===== src/adc_ctrl_regs.svh =====
// Register offsets, field positions, reset values and timing counts of the converter control.
// Assumes inclusion by the package and the design modules of this block.
`ifndef ADC_CTRL_REGS_SVH
`define ADC_CTRL_REGS_SVH

`define ADDR_W 4
`define REG_STATUS_CTRL 4'h0
`define REG_CONV_CLOCK 4'h1
`define REG_RESULT_HI 4'h2
`define REG_RESULT_LO 4'h3
`define REG_PIN_ENABLE 4'h4
`define REG_STOP_MODE 4'h5

`define SC_DONE_BIT 7
`define SC_IRQ_EN_BIT 6
`define SC_CONT_BIT 5
`define SC_CHAN_MSB 4
`define SC_CHAN_LSB 0

`define CK_LOW_POWER_BIT 7
`define CK_DIV_MSB 6
`define CK_DIV_LSB 5
`define CK_LONG_SAMPLE_BIT 4
`define CK_ASYNC_EN_BIT 0

`define STATUS_CTRL_RESET 8'h1F
`define CONV_CLOCK_RESET 8'h00

`define SAMPLE_SHORT_CYC 6'h09
`define SAMPLE_LONG_CYC 6'h17
`define ASYNC_SETUP_CYC 6'h05
`define BIT_COUNT 4'hA
`define ASYNC_DIV 4'h2
`define CHAN_OFF 5'h1F
`define TICK_LIMIT_MIN 4'h2
`define CONV_MIN_CYC 6'h15
`define CONV_MAX_CYC 6'h2C

`endif


===== src/adc_ctrl_pkg.sv =====
// Types shared by the converter control modules.
// Assumes the register header is on the include path.
package adc_ctrl_pkg;
  `include "adc_ctrl_regs.svh"
  typedef logic [7:0] byte_t;
  typedef logic [9:0] result_t;
  typedef enum logic [4:0] {
    ST_IDLE = 5'b0_0001,
    ST_SETUP = 5'b0_0010,
    ST_SAMPLE = 5'b0_0100,
    ST_CONVERT = 5'b0_1000,
    ST_FINISH = 5'b1_0000
  } conv_state_e;
endpackage


===== src/conv_clock_gen.sv =====
// Converter clock enable generator: divided bus clock or the internal asynchronous clock.
// Assumes one system clock; the asynchronous source is modelled as a fixed-rate tick on that clock.
`timescale 1ns/1ns
`include "adc_ctrl_regs.svh"
module conv_clock_gen (
  // Clock and reset.
  input wire logic ref_clk_in,
  input wire logic rst_in,
  input wire logic clk_en_in,
  // Selection.
  input wire logic [1:0] div_sel_in,
  input wire logic async_sel_in,
  input wire logic run_in,
  // Tick.
  output logic tick_out
);
  import adc_ctrl_pkg::*;
  logic [3:0] count;
  wire [3:0] div_limit = async_sel_in ? `ASYNC_DIV : 4'((4'h1 << div_sel_in) - 4'h1);
  // The comparator answers through a two stage synchroniser, so ticks stay at least three cycles apart.
  wire [3:0] limit = (div_limit < `TICK_LIMIT_MIN) ? `TICK_LIMIT_MIN : div_limit;
  wire wrap = (count >= limit);
  always_ff @(posedge ref_clk_in) begin
    if (rst_in) begin
      count <= 4'h0;
      tick_out <= 1'b0;
    end else if (clk_en_in) begin
      count <= (!run_in || wrap) ? 4'h0 : 4'(count + 4'h1);
      tick_out <= run_in && wrap;
    end
  end
endmodule


===== src/adc_conversion_control.sv =====
// Control logic of the ten bit successive approximation converter with its register port.
// Assumes a comparator input from the analogue front end and a stop request from the processor.
`timescale 1ns/1ns
`include "adc_ctrl_regs.svh"
module adc_conversion_control (
  // Clock, reset, enable.
  input wire logic ref_clk_in,
  input wire logic rst_in,
  input wire logic clk_en_in,
  // Register port.
  input wire logic [`ADDR_W-1:0] addr_in,
  input wire adc_ctrl_pkg::byte_t wdata_in,
  input wire logic wr_in,
  input wire logic rd_in,
  output adc_ctrl_pkg::byte_t rdata_out,
  // Processor state.
  input wire logic stop_mode_in,
  // Analogue front end.
  input wire logic comp_in,
  output logic [4:0] mux_sel_out,
  output logic sample_out,
  output logic low_power_out,
  output adc_ctrl_pkg::result_t dac_code_out,
  // Pin control and interrupt.
  output logic analog_ch_enable_out,
  output logic conv_irq_out
);
  import adc_ctrl_pkg::*;

  logic conv_done_flag;
  logic conv_irq_enable;
  logic continuous;
  logic [4:0] channel;
  logic low_power_config;
  logic [1:0] clk_div;
  logic long_sample_select;
  logic async_clock_enable;
  result_t result;
  result_t sar;
  logic [3:0] bit_idx;
  logic [5:0] phase_cnt;
  conv_state_e state;
  conv_state_e next_state;
  logic comp_meta;
  logic comp_sync;
  logic stop_meta;
  logic stop_sync;
  logic tick;

  // Inputs from outside the clock domain pass two flip-flops.
  always_ff @(posedge ref_clk_in) begin
    if (rst_in) begin
      comp_meta <= 1'b0;
      comp_sync <= 1'b0;
      stop_meta <= 1'b0;
      stop_sync <= 1'b0;
    end else if (clk_en_in) begin
      comp_meta <= comp_in;
      comp_sync <= comp_meta;
      stop_meta <= stop_mode_in;
      stop_sync <= stop_meta;
    end
  end

  wire wr_sc = wr_in && (addr_in == `REG_STATUS_CTRL);
  wire wr_ck = wr_in && (addr_in == `REG_CONV_CLOCK);
  wire rd_lo = rd_in && (addr_in == `REG_RESULT_LO);
  wire chan_on = (channel != `CHAN_OFF);
  wire frozen = stop_sync && !async_clock_enable;
  wire running = (state != ST_IDLE) && !frozen;
  // A tick launched just before a freeze is dropped, so the sequencer stops on the spot.
  wire step = tick && running;
  wire [5:0] sample_len = long_sample_select ? `SAMPLE_LONG_CYC : `SAMPLE_SHORT_CYC;
  wire phase_end = (phase_cnt == 6'h00);
  wire bit_end = (bit_idx == 4'h0);
  wire finish = step && (state == ST_FINISH);
  wire start = wr_sc && (wdata_in[`SC_CHAN_MSB:`SC_CHAN_LSB] != `CHAN_OFF);
  wire restart = finish && continuous && chan_on;
  wire [3:0] msb = 4'(`BIT_COUNT - 4'h1);
  wire [9:0] trial = 10'(10'h001 << bit_idx);
  wire [9:0] sar_keep = comp_sync ? sar : (sar & ~trial);
  wire [9:0] sar_next = bit_end ? sar_keep : (sar_keep | (trial >> 1));

  function automatic logic [9:0] trial_init();
    trial_init = 10'h200;
  endfunction

  // Sequencer: setup (async only), sample, ten bit decisions, finish.
  always_comb begin
    next_state = state;
    case (state)
      ST_IDLE: next_state = ST_IDLE;
      ST_SETUP: if (phase_end) next_state = ST_SAMPLE;
      ST_SAMPLE: if (phase_end) next_state = ST_CONVERT;
      ST_CONVERT: if (bit_end) next_state = ST_FINISH;
      ST_FINISH: next_state = restart ? ST_SAMPLE : ST_IDLE;
      default: next_state = ST_IDLE;
    endcase
  end

  conv_clock_gen u_clk (
    .ref_clk_in(ref_clk_in),
    .rst_in(rst_in),
    .clk_en_in(clk_en_in),
    .div_sel_in(clk_div),
    .async_sel_in(async_clock_enable),
    .run_in(running),
    .tick_out(tick)
  );

  // Configuration registers; the done flag bit ignores the value written.
  always_ff @(posedge ref_clk_in) begin
    if (rst_in) begin
      {conv_irq_enable, continuous, channel} <= 7'(`STATUS_CTRL_RESET);
      {low_power_config, clk_div, long_sample_select} <= 4'h0;
      async_clock_enable <= 1'b0;
    end else if (clk_en_in) begin
      if (wr_sc) begin
        conv_irq_enable <= wdata_in[`SC_IRQ_EN_BIT];
        continuous <= wdata_in[`SC_CONT_BIT];
        channel <= wdata_in[`SC_CHAN_MSB:`SC_CHAN_LSB];
      end
      if (wr_ck) begin
        low_power_config <= wdata_in[`CK_LOW_POWER_BIT];
        clk_div <= wdata_in[`CK_DIV_MSB:`CK_DIV_LSB];
        long_sample_select <= wdata_in[`CK_LONG_SAMPLE_BIT];
        async_clock_enable <= wdata_in[`CK_ASYNC_EN_BIT];
      end
    end
  end

  // Done flag: set on finish wins over the clear caused by a status and control write or a read of the low result byte.
  always_ff @(posedge ref_clk_in) begin
    if (rst_in) begin
      conv_done_flag <= 1'b0;
    end else if (clk_en_in) begin
      if (finish) begin
        conv_done_flag <= 1'b1;
      end else if (wr_sc || rd_lo) begin
        conv_done_flag <= 1'b0;
      end
    end
  end

  // Conversion datapath.
  always_ff @(posedge ref_clk_in) begin
    if (rst_in) begin
      state <= ST_IDLE;
      phase_cnt <= 6'h00;
      bit_idx <= 4'h0;
      sar <= 10'h000;
      result <= 10'h000;
    end else if (clk_en_in) begin
      if (start) begin
        state <= async_clock_enable ? ST_SETUP : ST_SAMPLE;
        phase_cnt <= async_clock_enable ? `ASYNC_SETUP_CYC : sample_len;
        bit_idx <= msb;
        sar <= trial_init();
      end else if (wr_sc) begin
        state <= ST_IDLE;
      end else if (step) begin
        state <= next_state;
        phase_cnt <= phase_end ? sample_len : 6'(phase_cnt - 6'h01);
        if (state == ST_CONVERT) begin
          sar <= sar_next;
          bit_idx <= bit_end ? msb : 4'(bit_idx - 4'h1);
        end
        if (state == ST_FINISH) begin
          result <= sar;
          sar <= trial_init();
        end
      end
    end
  end

  // The trial code leaves straight from its register, sparing the comparator a cycle of settling.
  assign dac_code_out = sar;

  // Registered outputs.
  always_ff @(posedge ref_clk_in) begin
    if (rst_in) begin
      rdata_out <= 8'h00;
      mux_sel_out <= `CHAN_OFF;
      sample_out <= 1'b0;
      low_power_out <= 1'b0;
      analog_ch_enable_out <= 1'b0;
      conv_irq_out <= 1'b0;
    end else if (clk_en_in) begin
      case (addr_in)
        `REG_STATUS_CTRL: rdata_out <= rd_in ? {conv_done_flag, conv_irq_enable, continuous, channel} : 8'h00;
        `REG_CONV_CLOCK: rdata_out <= rd_in ? {low_power_config, clk_div, long_sample_select, 3'b000,
          async_clock_enable} : 8'h00;
        `REG_RESULT_HI: rdata_out <= rd_in ? {6'h00, result[9:8]} : 8'h00;
        `REG_RESULT_LO: rdata_out <= rd_in ? result[7:0] : 8'h00;
        `REG_STOP_MODE: rdata_out <= rd_in ? {7'h00, stop_sync} : 8'h00;
        default: rdata_out <= 8'h00;
      endcase
      mux_sel_out <= channel;
      sample_out <= (state == ST_SAMPLE);
      low_power_out <= low_power_config;
      // Only flags the analogue use; the port keeps its digital function.
      analog_ch_enable_out <= chan_on;
      conv_irq_out <= (conv_done_flag || finish) && conv_irq_enable;
    end
  end

  // Counts the converter clocks of the conversion in progress for the length check.
  logic [5:0] conv_ticks;
  always_ff @(posedge ref_clk_in) begin
    if (rst_in) begin
      conv_ticks <= 6'h00;
    end else if (clk_en_in) begin
      if (start || finish) begin
        conv_ticks <= 6'h00;
      end else if (step) begin
        conv_ticks <= 6'(conv_ticks + 6'h01);
      end
    end
  end
endmodule


===== config.mk =====
export PLATFORM = sky130hd
export DESIGN_NAME = adc_conversion_control
export DESIGN_NICKNAME = d
export VERILOG_FILES = /design/src/adc_ctrl_pkg.sv /design/src/conv_clock_gen.sv /design/src/adc_conversion_control.sv
export VERILOG_INCLUDE_DIRS = /design/src
export SDC_FILE = /design/constraint.sdc
export NUM_CORES = 1
export LEC_CHECK = 0
export BUFFER_PORTS_ARGS = -buffer_cell sky130_fd_sc_hd__buf_2
export CORE_MARGIN = 2
export CORE_UTILIZATION = 45
export CTS_CLUSTER_SIZE = 25
export DETAILED_ROUTE_END_ITERATION = 16
export RECOVER_POWER = 100
export SLEW_MARGIN = 10
export SYNTH_ARGS = -nofsm -noshare
export SYNTH_HDL_FRONTEND = slang
export SYNTH_SLANG_ARGS = --single-unit

===== constraint.sdc =====
create_clock -name ref_clk_in -period 3.7 [get_ports ref_clk_in]
set_input_delay 0.555 -clock ref_clk_in [delete_from_list [all_inputs] [get_ports ref_clk_in]]
set_output_delay 0.555 -clock ref_clk_in [all_outputs]
set_load 0.05 [all_outputs]

Word level (Yosys, flattened, before mapping)
Index checks and enable logic that the tools add are counted.
{"block": "classes", "muxes": 38, "n_eq_ne": 15, "n_addsub": 4, "reduce_logical": 34, "bitwise_logic": 5, "shifts": 2, "n_lt_le_gt_ge": 2}
{"op": "10-bit 2-to-1 mux", "count": 7}
{"op": "5-bit 2-to-1 mux", "count": 8}
{"op": "8-bit one-hot mux with 5 select lines", "count": 1}
{"op": "4-bit 2-to-1 mux", "count": 8}
{"op": "6-bit 2-to-1 mux", "count": 4}
{"op": "8-bit 2-to-1 mux", "count": 3}
{"op": "5-bit one-hot mux with 4 select lines", "count": 1}
{"op": "1-bit logical AND", "count": 12}
{"op": "4-bit inequality test, second input constant", "count": 3}
{"op": "10-bit bitwise AND", "count": 1}
{"op": "5-bit inequality test, second input constant", "count": 2}
{"op": "10-bit inverter", "count": 1}
{"op": "10-bit by 9-bit OR with 10-bit output", "count": 1}
{"op": "5-bit AND reduction", "count": 2}
{"op": "1-bit by 4-bit left shift with 10-bit output, first input constant", "count": 1}
{"op": "4-bit by 2-bit equality test with 1-bit output, second input constant", "count": 2}
{"op": "4-bit zero test", "count": 2}
{"op": "4-bit AND reduction", "count": 2}
{"op": "4-bit by 1-bit subtractor with 4-bit output, second input constant", "count": 2}
{"op": "6-bit zero test", "count": 1}
{"op": "3-bit 2-to-1 mux", "count": 2}
{"op": "2-bit AND reduction", "count": 3}
{"op": "2-bit nonzero test", "count": 3}
{"op": "3-bit nonzero test", "count": 2}
{"op": "19 further kinds", "count": 26}
{"block": "word_totals", "reg_bits": 74, "output_inout_bits": 27, "wordCells": 125}

Longest topological paths before layout
{"block": "logic_depth", "ltp_word": 13, "ltp_mapped": 8, "ltp_nobuf": 8}

By module
Synthesis repeated with hierarchy kept, for this count alone.
{"block": "hier_totals", "cells_unflattened": 425, "hier_area_um2": 3769.9}
{"mod": "adc_conversion_control", "cells_each": 389, "seq_area_each_um2": 1381.3, "area_each_um2": 3453.3, "instances": 1}
{"mod": "conv_clock_gen", "cells_each": 36, "seq_area_each_um2": 100.1, "area_each_um2": 316.6, "instances": 1}

Least setup slack after synthesis
No wires, ideal clock.
{"block": "synth_timing", "kind": "input -> register", "start": "input addr_in[3]", "end": "register phase_cnt[4]", "stages": 6, "arrival_time_ns": 2.166, "path_buffers": 1, "setup_ns": 0.134, "setup_slack_ns": 1.400, "path_cell_list": "or3b_4 > or4b_4 > o21a_1 > buf_2 > o311ai_0 > o31ai_1"}
{"block": "synth_between", "elab_chain_len": 5}
{"element": "from (decl)", "line": "adc_conversion_control.sv:11", "text": "input wire logic [`ADDR_W-1:0] addr_in,"}
{"element": "4-bit zero test *"}
{"element": "1-bit logical AND *", "line": "adc_conversion_control.sv:65", "text": "wire wr_sc = wr_in && (addr_in == `REG_STATUS_CTRL);"}
{"element": "1-bit logical AND", "line": "adc_conversion_control.sv:77", "text": "wire start = wr_sc && (wdata_in[`SC_CHAN_MSB:`SC_CHAN_LSB] != `CHAN_OFF);"}
{"element": "2-bit by 1-bit inequality test with 1-bit output (no source line) or 2-bit nonzero test (tied branches)"}
{"element": "3-bit AND reduction (no source line)"}
{"element": "to (signal assigned)", "line": "adc_conversion_control.sv:156", "text": "phase_cnt <= async_clock_enable ? `ASYNC_SETUP_CYC : sample_len;"}
{"element": "to (signal assigned)", "line": "adc_conversion_control.sv:163", "text": "phase_cnt <= phase_end ? sample_len : 6'(phase_cnt - 6'h01);"}
{"element": "to (decl)", "line": "adc_conversion_control.sv:41", "text": "logic [5:0] phase_cnt;"}
Mark *: on every way between the ends. The rest lies on a longest branch, timed or not.
A chain may end at the register's enable or synchronous reset.

Worst setup path after layout
{"block": "layout_timing", "start": "input clk_en_in", "end": "register state[3]"}
{"block": "layout_between", "elab_chain_len": 1}
{"element": "from (decl)", "line": "adc_conversion_control.sv:9", "text": "input wire logic clk_en_in,"}
{"element": "5-bit AND reduction (no source line)"}
{"element": "to (signal assigned)", "line": "adc_conversion_control.sv:155", "text": "state <= async_clock_enable ? ST_SETUP : ST_SAMPLE;"}
{"element": "to (signal assigned)", "line": "adc_conversion_control.sv:162", "text": "state <= next_state;"}
{"element": "to (decl)", "line": "adc_conversion_control.sv:42", "text": "conv_state_e state;"}
Every way passes these cells.

==> flow_metrics.env <==
export IMPL_timing_critical_path_slowest_cell_delay_ns=0.83
export IMPL_cts_max_path_buffers=2
export IMPL_io_pin_count=46
export IMPL_cellInternalPower_mw=1.16
export IMPL_power_leakage_nw=1.58
export IMPL_synth_ff_latch_count=74
export IMPL_gp_congestion=0.789
export IMPL_worst_slew_margin_rel_pct=26.1
export IMPL_power_combinational_fraction_pct=6.1
export IMPL_power_per_cell_area_nw_per_um2=371
export IMPL_antenna_left=0
export IMPL_crit_reg2reg_capture="result[0]$_SDFFE_PP0P_"
export IMPL_worst_setup_path_end_kind="register"
export IMPL_synth_adder_area_share_pct=2.33
export IMPL_critPathRequiredTime_ns=3.98
export IMPL_placementRows=33
export IMPL_antenna_violations_before_repair=0
export IMPL_design_final_nets=504
export IMPL_pin_count_of_the_biggest_net_entering_global_routing=65
export IMPL_clkPwrFrac_pct=42.2
export IMPL_power_switching_share_pct=26.0
export IMPL_rsz0062_at_grt="false"
export IMPL_buffer_ports_inserted=45
export IMPL_ctsHtreeMaxLevel=3
export IMPL_synth_area_per_cell_um2=8.45
export IMPL_detailedPlacementHpwl_um=6840
export IMPL_synth_largest_type_area_fraction_pct=39.4
export IMPL_timing_critical_path_buf_inv=1
export IMPL_synth_compound_area_share_pct=19.3
export IMPL_timing_rr_start="state[2]$_SDFFE_PP0P_"
export IMPL_post_synthesis_mux_area_share_pct=11.6
export IMPL_die_width_um=95.4
export IMPL_setup_worst_path_class="in2reg"
export IMPL_number_of_global_route_vias_before_repair=3223
export IMPL_die_area_um2=9110
export IMPL_reg2reg_setup_slack_ns=1.30
export IMPL_dpl_worst_slack_ns=0.878
export IMPL_detail_route_wirelength_um=9750
export IMPL_area_growth_pct=11.7
export IMPL_achievable_frequency_ghz=0.350
export IMPL_vdd_ir_drop_max_mv=0.251
export IMPL_report_final_hold_viol_count=0
export IMPL_numCtsBuffers=9
export IMPL_synth_net_count=471
export IMPL_initial_utilization_pct=46.0
export IMPL_postSynth_asyncResetShare_pct=0
export IMPL_cp_start_kind="primary input"
export IMPL_status="finished, final reports clean"
export IMPL_drt_first_iter_violations=139
export IMPL_multi_input_area_um2=2140
export IMPL_final_period_minus_worst_setup_slack_ns=2.86
export IMPL_synthXorXnorAreaFrac_pct=0.233
export IMPL_period_share_pct=77.3
export IMPL_yosys_warnings=0
export IMPL_synth_enable_flop_cells=0
export IMPL_crit_slowest_cell="sky130_fd_sc_hd__or4b_1"
export IMPL_post_synth_and_or_nand_nor_area_fraction_pct=23.2
export IMPL_grt_use_total_pct=22.7
export IMPL_maxCapViolCount=0
export IMPL_route_detailed_drc=0
export IMPL_grt_first_pass_wirelength_um=16100
export IMPL_final_worst_path_setup_slack_ns=0.839
export IMPL_synth_commonest_cells="sky130_fd_sc_hd__dfxtp_1, sky130_fd_sc_hd__nor2_1, sky130_fd_sc_hd__mux2i_1, sky130_fd_sc_hd__nand2_1, sky130_fd_sc_hd__a21oi_1"
export IMPL_ff2ff_path_depth=6
export IMPL_cpLargestDelayFamily="simple AND/OR/NAND/NOR gates"
export IMPL_fin_tns_setup_ns=0
export IMPL_crit_cells=5
export IMPL_total_of_endpoints_with_negative_setup_slack_in_the_final_report=0
export IMPL_clk_latency_ns=0.36
export IMPL_routed_via_density=5.83
export IMPL_fraction_of_layout_instances_using_a_drive_strength_above_1_pct=9.52
export IMPL_share_of_the_yosys_chip_area_belonging_to_registers_pct=39.4
export IMPL_crit_fanout=22
export IMPL_cts_resized_gates=0
export IMPL_nFillCells=827
export IMPL_tightest_slew_ns=1.11
export IMPL_report_final_slew_viol_count=0
export IMPL_clkSlewWorstSetupHoldPaths_ns=0.09
export IMPL_main_combinational_cell_family_by_area_after_synthesis="simple AND/OR/NAND/NOR gates"
export IMPL_synth_main_ff_cell="sky130_fd_sc_hd__dfxtp_1"
export IMPL_cts_sinks=74
export IMPL_ff_latch_area_um2=1480
export IMPL_detailroute_via_count=3430
export IMPL_critical_path_cell_chain="clkbuf_1, or4b_1, o21a_1, or4_1, a21oi_1"
export IMPL_crit_start="clk_en_in"
export IMPL_die_height_um=95.4
export IMPL_arrival_ns=3.14
export IMPL_worst_hold_path_type="in2reg"
export IMPL_count_of_unique_library_cells_instantiated_by_yosys=54
export IMPL_clock_skew_ns=0.0112
export IMPL_synth_cell_area_um2=3760
export IMPL_postCtsHoldBufs=0
export IMPL_largest_cells_by_area_after_synthesis="sky130_fd_sc_hd__dfxtp_1, sky130_fd_sc_hd__mux2i_1, sky130_fd_sc_hd__nor2_1"
export IMPL_floorplan_core_area_um2=8180
export IMPL_clock_tree_root_cell="sky130_fd_sc_hd__clkbuf_8"
export IMPL_setup_bufs_post_cts=0
export IMPL_post_synth_top_count_cell="sky130_fd_sc_hd__dfxtp_1"
export IMPL_insertedDiodeCount=0
export IMPL_post_drt_wl_per_cell_um=16.6
export IMPL_power_share_sequential_pct=51.7
export IMPL_grt_overflow_total=0
export IMPL_synthesis_instances=445
export IMPL_net_switching_power_mw=0.405
export IMPL_drt_pass1_iterations=4
export IMPL_cts_tree="built"
export IMPL_endpoint="state[3]$_SDFFE_PP0P_"
export IMPL_yosysTopAreaCell="sky130_fd_sc_hd__dfxtp_1"
## state kept, by name, indices dropped and copies added (netlist names), 2 cells and up
name,cells
u_clk.count,4
bit_idx,4
clk_div,2
dac_code_out,10
channel,5
result,10
rdata_out,8
phase_cnt,6
mux_sel_out,5
state,5
## power groups by stage
stage / Sequential, mW / Combinational, mW / Clock, mW
after global placement: 0.825 / 0.0938 / 0
after detailed placement: 0.825 / 0.0950 / 0
final: 0.807 / 0.0950 / 0.658
after global routing: 0.808 / 0.104 / 0.702
after CTS: 0.807 / 0.0955 / 0.665
after floorplan: 0.828 / 0.0613 / 0
## metal layers
| metal | part of all wire, % | global-route usage (%) | wire, um | vias up |
|---|---|---|---|---|
| li1 | - | - | - | 1685 |
| met1 | 49 | 32.5 | 4740 | 1629 |
| met2 | 45 | 35.4 | 4380 | 105 |
| met3 | 5.2 | 3.72 | 509 | 11 |
| met4 | 1.2 | 6.55 | 115 | 0 |
| met5 | 0 | 0 | 0 | - |
## metrics by stage
step	hold slack, ns	area [um^2]	total power, mW	instances	utilization (%)
floorplan	0.450	3760	0.889	445	-
global placement	0.452	4050	0.919	572	49.5
detailed placement	0.461	4050	0.920	572	49.5
CTS	0.428	4260	1.57	588	52.1
global route	0.435	4200	1.61	588	51.4
finish	0.432	4200	1.56	588	51.4
## final cells by class
class                      count  area share, %
multi-input combinational    336           50.9
sequential                    74           35.2
timing repair buffer          50           5.24
clock inverter                 7           1.94
clock buffer                   9           2.95
inverter                       7          0.625
tap                          105           3.13
## logic make-up after synthesis
family | count (synthesis)
xor+xnor | 1
flops | 74
mux | 43
other cells | 2
simple gates | 180
compound gates | 103
buf+inv | 35
fa+ha+maj | 7
## how the worst min path moves through the flow
stage | cells past startpoint | start | end
finish | 3 | wdata_in[7] | low_power_config$_SDFFE_PP0P_
CTS | 3 | wdata_in[7] | low_power_config$_SDFFE_PP0P_
global placement | 2 | mux_sel_out[1]$_SDFFE_PP1P_ | mux_sel_out[1]$_SDFFE_PP1P_
detailed placement | 2 | sample_out$_SDFFE_PP0P_ | sample_out$_SDFFE_PP0P_
floorplan | 2 | phase_cnt[5]$_SDFFE_PP0P_ | phase_cnt[5]$_SDFFE_PP0P_
global route | 3 | wdata_in[2] | channel[2]$_SDFFE_PP1P_
## worst reg2reg max path, stage by stage, from the launching register on
cell and delay [ns]:
sky130_fd_sc_hd__dfxtp_1 0.36, sky130_fd_sc_hd__nor2_1 0.30, sky130_fd_sc_hd__nand3_1 0.30, sky130_fd_sc_hd__nor4_1 0.38, sky130_fd_sc_hd__clkbuf_1 0.59, sky130_fd_sc_hd__mux2i_1 0.27, sky130_fd_sc_hd__nor2_1 0.05
## cell usage in the layout, fill, tap and decap left out, types with 3 or more instances in the layout
cell type                  count
sky130_fd_sc_hd__nor2b_1      14
sky130_fd_sc_hd__nand3_1      15
sky130_fd_sc_hd__clkbuf_8      9
sky130_fd_sc_hd__o41ai_1       3
sky130_fd_sc_hd__inv_6         4
sky130_fd_sc_hd__nor2_1       55
sky130_fd_sc_hd__mux2i_1      38
sky130_fd_sc_hd__o21ai_0      11
sky130_fd_sc_hd__or3_1         4
sky130_fd_sc_hd__a211oi_1     14
sky130_fd_sc_hd__nor3_1       17
sky130_fd_sc_hd__a22o_1        5
sky130_fd_sc_hd__nand2_1      38
sky130_fd_sc_hd__buf_4         3
sky130_fd_sc_hd__nor4_1        3
sky130_fd_sc_hd__mux2_2        5
sky130_fd_sc_hd__a31oi_1       4
sky130_fd_sc_hd__o311ai_0      4
sky130_fd_sc_hd__a21oi_1      25
sky130_fd_sc_hd__buf_2        17
sky130_fd_sc_hd__o211ai_1      3
sky130_fd_sc_hd__nand2b_1     17
sky130_fd_sc_hd__clkbuf_1     30
sky130_fd_sc_hd__a41oi_1       9
sky130_fd_sc_hd__o31ai_1       6
sky130_fd_sc_hd__inv_1         7
sky130_fd_sc_hd__or2_2         3
sky130_fd_sc_hd__ha_1          7
sky130_fd_sc_hd__dfxtp_1      74
No activity file was read; power rests on OpenSTA's default activity.
